--- src/rtl/fc_cfg.svh ---
`ifndef FC_CFG_SVH
`define FC_CFG_SVH

// register byte offsets, one aligned 32-bit word each
`define FC_OFS_ADDR_LOW 5'h00
`define FC_OFS_ADDR_HIGH 5'h04
`define FC_OFS_DATA_LOW 5'h08
`define FC_OFS_DATA_HIGH 5'h0C
`define FC_OFS_CONTROL 5'h10
`define FC_OFS_UNLOCK_KEY 5'h14

// flash_control bit positions
`define FC_CTL_READ_GO 0
`define FC_CTL_PROG_GO 1
`define FC_CTL_PROG_EN 2
`define FC_CTL_FAULT 3
`define FC_CTL_ROW_ERASE 4
`define FC_CTL_LATCH_ONLY 5
`define FC_CTL_CFG_SEL 6

// unlock key values
`define FC_KEY_FIRST 8'h55
`define FC_KEY_SECOND 8'hAA

// flash geometry
`define FC_LATCHES 16
`define FC_LATCH_BLANK 14'h3FFF

// timing
`define FC_CLK_HZ 10000000
`define FC_SETUP_CYC 2
`define FC_ERASE_TIME_US 2000
`define FC_PROG_TIME_US 2000
`define FC_ERASE_CYC (`FC_ERASE_TIME_US * (`FC_CLK_HZ / 1000000))
`define FC_PROG_CYC (`FC_PROG_TIME_US * (`FC_CLK_HZ / 1000000))

`endif

--- src/rtl/fc_pkg.sv ---
package fc_pkg;
	typedef enum logic [1:0] {KEY_IDLE, KEY_GOT_FIRST, KEY_ARMED} key_state_e;
	typedef enum logic [1:0] {OP_IDLE, OP_SETUP, OP_BUSY} op_state_e;
	typedef enum logic [1:0] {KIND_LOAD, KIND_PROGRAM, KIND_ERASE} op_kind_e;
	typedef logic [13:0] word_t;
	typedef logic [10:0] row_t;
endpackage

--- src/rtl/flash_row_erase_write_ctrl.sv ---
// Functional notes
// - flash erase while running is whole rows only, never a single word.
// - erase picks the row holding the address pair; any address in it works.
// - go is followed by two setup cycles; hardware forces two no-ops there.
// - row erase stalls the core about 2 ms; clocks and peripherals keep running.
// - after erase the core resumes at the third instruction after the go set.
// - programming never erases; target words must already be blank.
// - one program operation writes at most sixteen words, one per latch.
// - upper 11 address bits pick the row, lowest 4 bits pick the latch.
// - programming never crosses the row; all latches map into one row.
// - every finished program or erase resets all latches to 3FFFh.
// - latches not loaded before programming keep the blank value.
// - latch-only set: unlock plus go copies data pair into addressed latch only.
// - latch-only clear: unlock plus go loads final word then programs the row.
// - an interrupted key and go sequence starts no load and no programming.
// - a latch-only load forces two no-op cycles and then no stall.
// - programming stalls the core until done, then third instruction after go.
// - software only sets go and read-start; hardware clears them when done.
// - a reset that interrupts program or erase sets the fault flag.
// - the unlock key register is write-only and reads as zero.
// - power-up clears the program enable, so nothing writes until it is set.
`include "fc_cfg.svh"

module flash_row_erase_write_ctrl #(
	parameter int unsigned LATCHES = `FC_LATCHES,
	parameter int unsigned ERASE_CYC = `FC_ERASE_CYC,
	parameter int unsigned PROG_CYC = `FC_PROG_CYC,
	parameter int unsigned TIMER_W = 16
) (
	input wire logic clk_i,
	input wire logic nrst_i,
	input wire logic sys_reset_i,
	input wire logic wb_cyc_i,
	input wire logic wb_stb_i,
	input wire logic wb_we_i,
	input wire logic [4:0] wb_adr_i,
	input wire logic [3:0] wb_sel_i,
	input wire logic [31:0] wb_dat_i,
	output logic [31:0] wb_dat_o,
	output logic wb_ack_o,
	output logic core_stall_o,
	output logic force_nop_o,
	output logic read_req_o,
	output logic [14:0] flash_addr_o,
	output logic nv_erase_o,
	output logic nv_program_o,
	output fc_pkg::row_t nv_row_o,
	output logic [LATCHES*14-1:0] nv_wdata_o
);
	import fc_pkg::*;

	localparam int unsigned SEL_W = $clog2(LATCHES);

	logic ack_q;
	logic [31:0] rdata_q;
	logic [7:0] addr_low_q;
	logic [6:0] addr_high_q;
	logic [7:0] data_low_q;
	logic [5:0] data_high_q;
	logic read_go_q;
	logic prog_go_q;
	logic prog_en_q;
	logic fault_q;
	logic row_erase_q;
	logic latch_only_q;
	logic cfg_sel_q;
	key_state_e key_q;
	op_state_e op_q;
	op_kind_e kind_q;
	logic [TIMER_W-1:0] cnt_q;
	row_t row_q;
	word_t latch_q [LATCHES];

	logic req;
	logic wr_fire;
	logic ctl_wr;
	logic key_wr;
	logic go_req;
	logic go_ok;
	logic op_done;
	logic setup_last;
	logic [SEL_W-1:0] latch_sel;

	// bus handshake: one wait state, ack stands one cycle
	assign req = wb_cyc_i && wb_stb_i;
	assign wr_fire = req && wb_we_i && ack_q && wb_sel_i[0];
	assign ctl_wr = wr_fire && (wb_adr_i == `FC_OFS_CONTROL);
	assign key_wr = wr_fire && (wb_adr_i == `FC_OFS_UNLOCK_KEY);
	assign go_req = ctl_wr && wb_dat_i[`FC_CTL_PROG_GO];
	// disabled or config-space go is dropped whole
	assign go_ok = go_req && (key_q == KEY_ARMED) && (op_q == OP_IDLE)
		&& wb_dat_i[`FC_CTL_PROG_EN] && !wb_dat_i[`FC_CTL_CFG_SEL];
	assign setup_last = (op_q == OP_SETUP) && (cnt_q == TIMER_W'(`FC_SETUP_CYC - 1));
	assign op_done = (op_q == OP_BUSY) && (cnt_q == '0);
	assign latch_sel = addr_low_q[SEL_W-1:0];
	assign wb_ack_o = ack_q;
	assign wb_dat_o = rdata_q;

	always_ff @(posedge clk_i or negedge nrst_i) begin
		if (!nrst_i) begin
			ack_q <= 1'b0;
		end else begin
			ack_q <= req && !ack_q;
		end
	end

	// read data registered in the wait state; unmapped reads answer zero
	always_ff @(posedge clk_i or negedge nrst_i) begin
		if (!nrst_i) begin
			rdata_q <= 32'h0000_0000;
		end else if (req && !ack_q) begin
			case (wb_adr_i)
				`FC_OFS_ADDR_LOW: rdata_q <= {24'h000000, addr_low_q};
				`FC_OFS_ADDR_HIGH: rdata_q <= {24'h000000, 1'b1, addr_high_q};
				`FC_OFS_DATA_LOW: rdata_q <= {24'h000000, data_low_q};
				`FC_OFS_DATA_HIGH: rdata_q <= {24'h000000, 2'b00, data_high_q};
				`FC_OFS_CONTROL: rdata_q <= {24'h000000, 1'b0, cfg_sel_q, latch_only_q,
					row_erase_q, fault_q, prog_en_q, prog_go_q, read_go_q};
				`FC_OFS_UNLOCK_KEY: rdata_q <= 32'h0000_0000;
				default: rdata_q <= 32'h0000_0000;
			endcase
		end
	end

	// address pair; a system reset clears it as well
	always_ff @(posedge clk_i or negedge nrst_i) begin
		if (!nrst_i) begin
			addr_low_q <= 8'h00;
			addr_high_q <= 7'h00;
		end else if (sys_reset_i) begin
			addr_low_q <= 8'h00;
			addr_high_q <= 7'h00;
		end else if (wr_fire && wb_adr_i == `FC_OFS_ADDR_LOW) begin
			addr_low_q <= wb_dat_i[7:0];
		end else if (wr_fire && wb_adr_i == `FC_OFS_ADDR_HIGH) begin
			addr_high_q <= wb_dat_i[6:0];
		end
	end

	// data pair keeps its value over system resets
	always_ff @(posedge clk_i or negedge nrst_i) begin
		if (!nrst_i) begin
			data_low_q <= 8'h00;
			data_high_q <= 6'h00;
		end else if (wr_fire && wb_adr_i == `FC_OFS_DATA_LOW) begin
			data_low_q <= wb_dat_i[7:0];
		end else if (wr_fire && wb_adr_i == `FC_OFS_DATA_HIGH) begin
			data_high_q <= wb_dat_i[5:0];
		end
	end

	// control bits; go and read-start can only be set by software
	always_ff @(posedge clk_i or negedge nrst_i) begin
		if (!nrst_i) begin
			prog_en_q <= 1'b0;
			row_erase_q <= 1'b0;
			latch_only_q <= 1'b0;
			cfg_sel_q <= 1'b0;
			read_go_q <= 1'b0;
			prog_go_q <= 1'b0;
		end else if (sys_reset_i) begin
			prog_en_q <= 1'b0;
			row_erase_q <= 1'b0;
			latch_only_q <= 1'b0;
			cfg_sel_q <= 1'b0;
			read_go_q <= 1'b0;
			prog_go_q <= 1'b0;
		end else begin
			if (ctl_wr) begin
				prog_en_q <= wb_dat_i[`FC_CTL_PROG_EN];
				row_erase_q <= wb_dat_i[`FC_CTL_ROW_ERASE];
				latch_only_q <= wb_dat_i[`FC_CTL_LATCH_ONLY];
				cfg_sel_q <= wb_dat_i[`FC_CTL_CFG_SEL];
			end
			// read path lives elsewhere; one request cycle then self-clear
			if (ctl_wr && wb_dat_i[`FC_CTL_READ_GO] && !read_go_q) begin
				read_go_q <= 1'b1;
			end else begin
				read_go_q <= 1'b0;
			end
			if (go_ok) begin
				prog_go_q <= 1'b1;
			end else if ((setup_last && kind_q == KIND_LOAD) || op_done) begin
				prog_go_q <= 1'b0;
			end
		end
	end

	// fault survives system reset; the set wins over a software clear
	always_ff @(posedge clk_i or negedge nrst_i) begin
		if (!nrst_i) begin
			fault_q <= 1'b0;
		end else if (sys_reset_i && op_q != OP_IDLE && kind_q != KIND_LOAD) begin
			fault_q <= 1'b1;
		end else if (ctl_wr) begin
			fault_q <= wb_dat_i[`FC_CTL_FAULT];
		end
	end

	// unlock key: any write that breaks the 55h, AAh, go chain disarms
	always_ff @(posedge clk_i or negedge nrst_i) begin
		if (!nrst_i) begin
			key_q <= KEY_IDLE;
		end else if (sys_reset_i) begin
			key_q <= KEY_IDLE;
		end else if (wr_fire) begin
			case (key_q)
				KEY_IDLE: begin
					if (key_wr && wb_dat_i[7:0] == `FC_KEY_FIRST) begin
						key_q <= KEY_GOT_FIRST;
					end
				end
				KEY_GOT_FIRST: begin
					if (key_wr && wb_dat_i[7:0] == `FC_KEY_SECOND) begin
						key_q <= KEY_ARMED;
					end else if (key_wr && wb_dat_i[7:0] == `FC_KEY_FIRST) begin
						key_q <= KEY_GOT_FIRST;
					end else begin
						key_q <= KEY_IDLE;
					end
				end
				KEY_ARMED: key_q <= KEY_IDLE;
				default: key_q <= KEY_IDLE;
			endcase
		end
	end

	// sequencer: two forced no-op cycles, then stall for erase or program
	always_ff @(posedge clk_i or negedge nrst_i) begin
		if (!nrst_i) begin
			op_q <= OP_IDLE;
			kind_q <= KIND_LOAD;
			cnt_q <= '0;
			row_q <= '0;
		end else if (sys_reset_i) begin
			op_q <= OP_IDLE;
			cnt_q <= '0;
		end else begin
			case (op_q)
				OP_IDLE: begin
					if (go_ok) begin
						op_q <= OP_SETUP;
						cnt_q <= '0;
						row_q <= {addr_high_q, addr_low_q[7:SEL_W]};
						if (wb_dat_i[`FC_CTL_ROW_ERASE]) begin
							kind_q <= KIND_ERASE;
						end else if (wb_dat_i[`FC_CTL_LATCH_ONLY]) begin
							kind_q <= KIND_LOAD;
						end else begin
							kind_q <= KIND_PROGRAM;
						end
					end
				end
				OP_SETUP: begin
					if (setup_last && kind_q == KIND_LOAD) begin
						op_q <= OP_IDLE;
					end else if (setup_last && kind_q == KIND_ERASE) begin
						op_q <= OP_BUSY;
						cnt_q <= TIMER_W'(ERASE_CYC - 1);
					end else if (setup_last) begin
						op_q <= OP_BUSY;
						cnt_q <= TIMER_W'(PROG_CYC - 1);
					end else begin
						cnt_q <= cnt_q + 1'b1;
					end
				end
				OP_BUSY: begin
					if (op_done) begin
						op_q <= OP_IDLE;
					end else begin
						cnt_q <= cnt_q - 1'b1;
					end
				end
				default: op_q <= OP_IDLE;
			endcase
		end
	end

	// write latches: one word per latch, blank again after every finished program or erase
	genvar gi;
	generate
		for (gi = 0; gi < LATCHES; gi++) begin : g_latch
			always_ff @(posedge clk_i or negedge nrst_i) begin
				if (!nrst_i) begin
					latch_q[gi] <= `FC_LATCH_BLANK;
				end else if (op_done) begin
					latch_q[gi] <= `FC_LATCH_BLANK;
				end else if (go_ok && !wb_dat_i[`FC_CTL_ROW_ERASE]
					&& latch_sel == SEL_W'(gi)) begin
					latch_q[gi] <= {data_high_q, data_low_q};
				end
			end
			assign nv_wdata_o[gi*14 +: 14] = latch_q[gi];
		end
	endgenerate

	// programming only writes latch contents; no erase pulse rides along
	assign nv_erase_o = (op_q == OP_BUSY) && (kind_q == KIND_ERASE);
	assign nv_program_o = (op_q == OP_BUSY) && (kind_q == KIND_PROGRAM);
	assign nv_row_o = row_q;
	assign force_nop_o = (op_q == OP_SETUP);
	// clocks keep running; only instruction fetch halts
	assign core_stall_o = (op_q == OP_BUSY);
	assign read_req_o = read_go_q;
	assign flash_addr_o = {addr_high_q, addr_low_q};
endmodule

--- config.mk ---
export PLATFORM = sky130hd
export DESIGN_NAME = flash_row_erase_write_ctrl
export DESIGN_NICKNAME = d
export VERILOG_FILES = /design/src/rtl/fc_pkg.sv /design/src/rtl/flash_row_erase_write_ctrl.sv
export VERILOG_INCLUDE_DIRS = /design/src /design/src/rtl
export SDC_FILE = /design/constraint.sdc
export NUM_CORES = 1
export LEC_CHECK = 0
export ABC_AREA = 1
export BUFFER_PORTS_ARGS = -buffer_cell sky130_fd_sc_hd__clkbuf_2
export CAP_MARGIN = 15
export CORE_MARGIN = 1
export CORE_UTILIZATION = 58
export CTS_BUF_LIST = sky130_fd_sc_hd__clkbuf_8
export DETAILED_ROUTE_END_ITERATION = 7
export GPL_TIMING_DRIVEN = 0
export PLACE_DENSITY = 0.85
export SLEW_MARGIN = 20
export SYNTH_ARGS = -nofsm -noshare
export SYNTH_HDL_FRONTEND = slang
export SYNTH_SLANG_ARGS = --single-unit
--- constraint.sdc ---
create_clock -name clk_i -period 4.1 [get_ports clk_i]
set_input_delay 0.82 -clock clk_i [delete_from_list [all_inputs] [get_ports clk_i]]
set_output_delay 0.82 -clock clk_i [all_outputs]
set_load 0.05 [all_outputs]
==> results_dict.tcl <==
set metrics [dict create \
    status "complete, no violations" \
    final_nets 2133 \
    core_um2 24300 \
    endpoint_kind "primary output" \
    p_per_area_nw_per_um2 620 \
    cts_tree "done" \
    path_depth 7 \
    leakage_nw 8.11 \
    die_w_um 159 \
    grt_pass1_wl_mm 66.2 \
    cp-start-kind "flop" \
    crit_type "flop to primary output" \
    numCtsBuffers 50 \
    syn_avg_cell_area_um2 8.34 \
    globalplace.congestion 0.928 \
    wl_per_cell_um 17.0 \
    numPlacedInstances 2350 \
    hold_path_class "input pin to asynchronous set/reset pin" \
    ys_warn_count 0 \
    htreeDepth 2 \
    portBuffers 281 \
    area_growth_pct 20.4 \
    worst_pin_slew_ps 689 \
    final_antenna_net_count 0 \
    wirelength_mm 41.4 \
    drtIter0Drc 1245 \
    grt_setup_unrepaired "false" \
    crit_fanout 10 \
    critPathRequiredTime_ps 3280 \
    fin_cells 2434 \
    globalRouteOverflowTotal 0 \
    worstSkewPairLatency_ps 590 \
    yosysSeqAreaShare 0.546 \
    cp.buffers_inverters 4 \
    diodes 0 \
    drc 0 \
    io_pins 335 \
    via_count 12946 \
    path_delay_family "buffers and inverters" \
    drive_above_1_share 0.334 \
    max_freq_mhz 287 \
    cts_resized 0 \
    maxCapViolations 0 \
    netlist.area_leader.share 0.410 \
    cp_slowest_cell "clkbuf_1" \
    start_util 0.590 \
    hold_violations 0 \
    finalCritPeriodShare 0.851 \
    grt_antenna_before_repair 0 \
    skew_ps 39.1 \
    ir_worst_vdd_mv 0.724 \
    yosysTopAreaCell "dfstp_2" \
    syn_inst 1719 \
    dr.pass1.iters 6 \
    root_buffer "clkbuf_8" \
    worstPathCellList "inv_1 > ha_1 > clkbuf_1 > clkbuf_1 > nand2_1 > nor2_1 > clkbuf_2" \
    rr_worst_depth 13 \
    setup_viol 0 \
    synth_seq_cells 302 \
    cp_slowest_stage_delay_ps 550 \
    rows 57 \
    via_per_inst 5.32 \
    drv_slew 0 \
    fin_crit_ps 3490 \
    cp.arrival_ps 2670 \
    clockBufferDepth 3 \
    clkSinkCount 302 \
    dpl.hpwl_mm 29.9 \
    grt_pass1_vias 12532 \
    dieArea_um2 25400 \
    path_common_cell "clkbuf_1" \
    finalPower_mw 10.7 \
    synth_cell_types 38 \
    track_usage 0.330 \
    grt_max_degree 89 \
    clkTransAtPathRegs_ps 50 \
    die_h_um 159 \
    syn-cell-area_um2 14300 \
    synth_area_leaders "dfstp_2, dfrtp_1, nand2_1" \
    ctsHoldBuffers 0 \
    relSlewSlack 0.540 \
    post_cts_buffers 0 \
]
-- layer usage --
layer,vias up,global-route usage,wire (µm),share of wire
met1,6132,0.422,16400,0.40
met2,674,0.528,19500,0.47
met5,-,0,0,0
met3,138,0.0693,3500,0.084
li1,6002,-,-,-
met4,0,0.182,2080,0.050
-- final timing paths --
path	start	slack (ps)	to
min in group clk_i	wb_dat_i[5]	470	kind_q[0]$_DFFE_PN0P_
hold reg to reg	data_high_q[0]$_DFFE_PN0P_	490	data_high_q[0]$_DFFE_PN0P_
max in group asynchronous	nrst_i	2530	nv_wdata_o[153]$_DFFE_PN1P_
setup reg to reg	op_q[0]$_DFFE_PN0P_	1580	nv_wdata_o[222]$_DFFE_PN1P_
hold / removal	nrst_i	360	data_high_q[1]$_DFFE_PN0P_
setup / recovery	op_q[0]$_DFFE_PN0P_	610	nv_erase_o
-- state kept, by name, indices dropped and copies added, names as in the netlist --
name          cells
cfg_sel_q         1
nv_row_o         11
data_high_q       6
nv_wdata_o      224
cnt_q            16
prog_go_q         1
addr_low_q        8
read_req_o        1
addr_high_q       7
op_q              2
row_erase_q       1
data_low_q        8
prog_en_q         1
kind_q            2
wb_dat_o          8
key_q             2
latch_only_q      1
wb_ack_o          1
fault_q           1
-- worst reg2reg max path: stages, from the launching register on --
cell and delay [ps]:
dfrtp_1 360, inv_1 90, ha_1 230, clkbuf_1 210
nand2_1 100, nor2_1 60, nand2_1 210, buf_2 260
nand2_1 90, inv_2 190, buf_2 360, nand2_1 110
o21ai_1 120, inv_1 70
-- stage by stage --
step           area (µm²)  worst slack [ps]  hold WS (ps)  utilization  setup TNS [ps]
4_1_cts             17300               627           342        0.710               0
2_1_floorplan       14400               835           453            -               0
5_1_grt             17300               491           387        0.710               0
3_5_place_dp        16300              1220           472        0.672               0
3_3_place_gp        16200             -3800           459        0.668         -685360
6_report            17300               611           360        0.710               0
-- cells in the mapped netlist (all sizes together) --
| library cell | count |
|---|---|
| a21oi | 9 |
| a32oi | 1 |
| and2 | 1 |
| buf | 86 |
| clkbuf | 14 |
| clkinv | 1 |
| conb | 1 |
| dfrtp | 78 |
| dfstp | 224 |
| ha | 8 |
| inv | 323 |
| nand2 | 460 |
| nand3 | 77 |
| nand3b | 2 |
| nand4 | 16 |
| nor2 | 84 |
| nor3 | 18 |
| o211ai | 3 |
| o21ai | 298 |
| o221ai | 2 |
| o22ai | 5 |
| o31ai | 3 |
| or2 | 2 |
| xnor2 | 2 |
| xor2 | 1 |
-- cells in the final DEF (no fill, tap or decap), types with 3 or more instances in the layout --
| cell type | n |
|---|---|
| clkbuf_2 | 280 |
| nor2_2 | 5 |
| clkbuf_8 | 62 |
| o31ai_1 | 3 |
| buf_16 | 3 |
| nor2_4 | 15 |
| clkbuf_1 | 14 |
| inv_2 | 13 |
| buf_2 | 35 |
| nand3_1 | 76 |
| conb_1 | 24 |
| nand2_1 | 451 |
| o211ai_1 | 3 |
| buf_6 | 11 |
| ha_1 | 8 |
| o22ai_1 | 5 |
| nand2_4 | 8 |
| nor2_1 | 63 |
| a21oi_1 | 9 |
| dfstp_2 | 224 |
| nand4_1 | 15 |
| dfrtp_1 | 78 |
| nor3_1 | 17 |
| o21ai_0 | 175 |
| buf_4 | 39 |
| inv_1 | 330 |
| o21ai_1 | 123 |
-- layout make-up --
class / count / area, µm²
Buffer: 100 / 648
Clock buffer: 61 / 840
Clock inverter: 23 / 104
Fill cell: 1948 / 7040
Inverter: 324 / 1220
Multi-Input combinational cell: 1016 / 4730
Sequential cell: 302 / 7840
Tap cell: 324 / 405
Timing Repair Buffer: 284 / 1500
-- power by group --
part / internal [mW] / switching, mW
registers: 3.56 / 0.238
logic: 0.985 / 3.42
clock network: 1.33 / 1.18
total: 5.88 / 4.83
-- cells by family after synthesis --
| group | share of synthesized area |
|---|---|
| AOI/OAI and AO/OA | 0.114 |
| xor gates and xnor gates | 0.00183 |
| adders and majority gates | 0.00698 |
| buffers and inverters | 0.130 |
| DFF | 0.546 |
| other | 0.000261 |
| and+or+nand+nor | 0.200 |
Note: power is estimated with default switching activity, not from simulation.
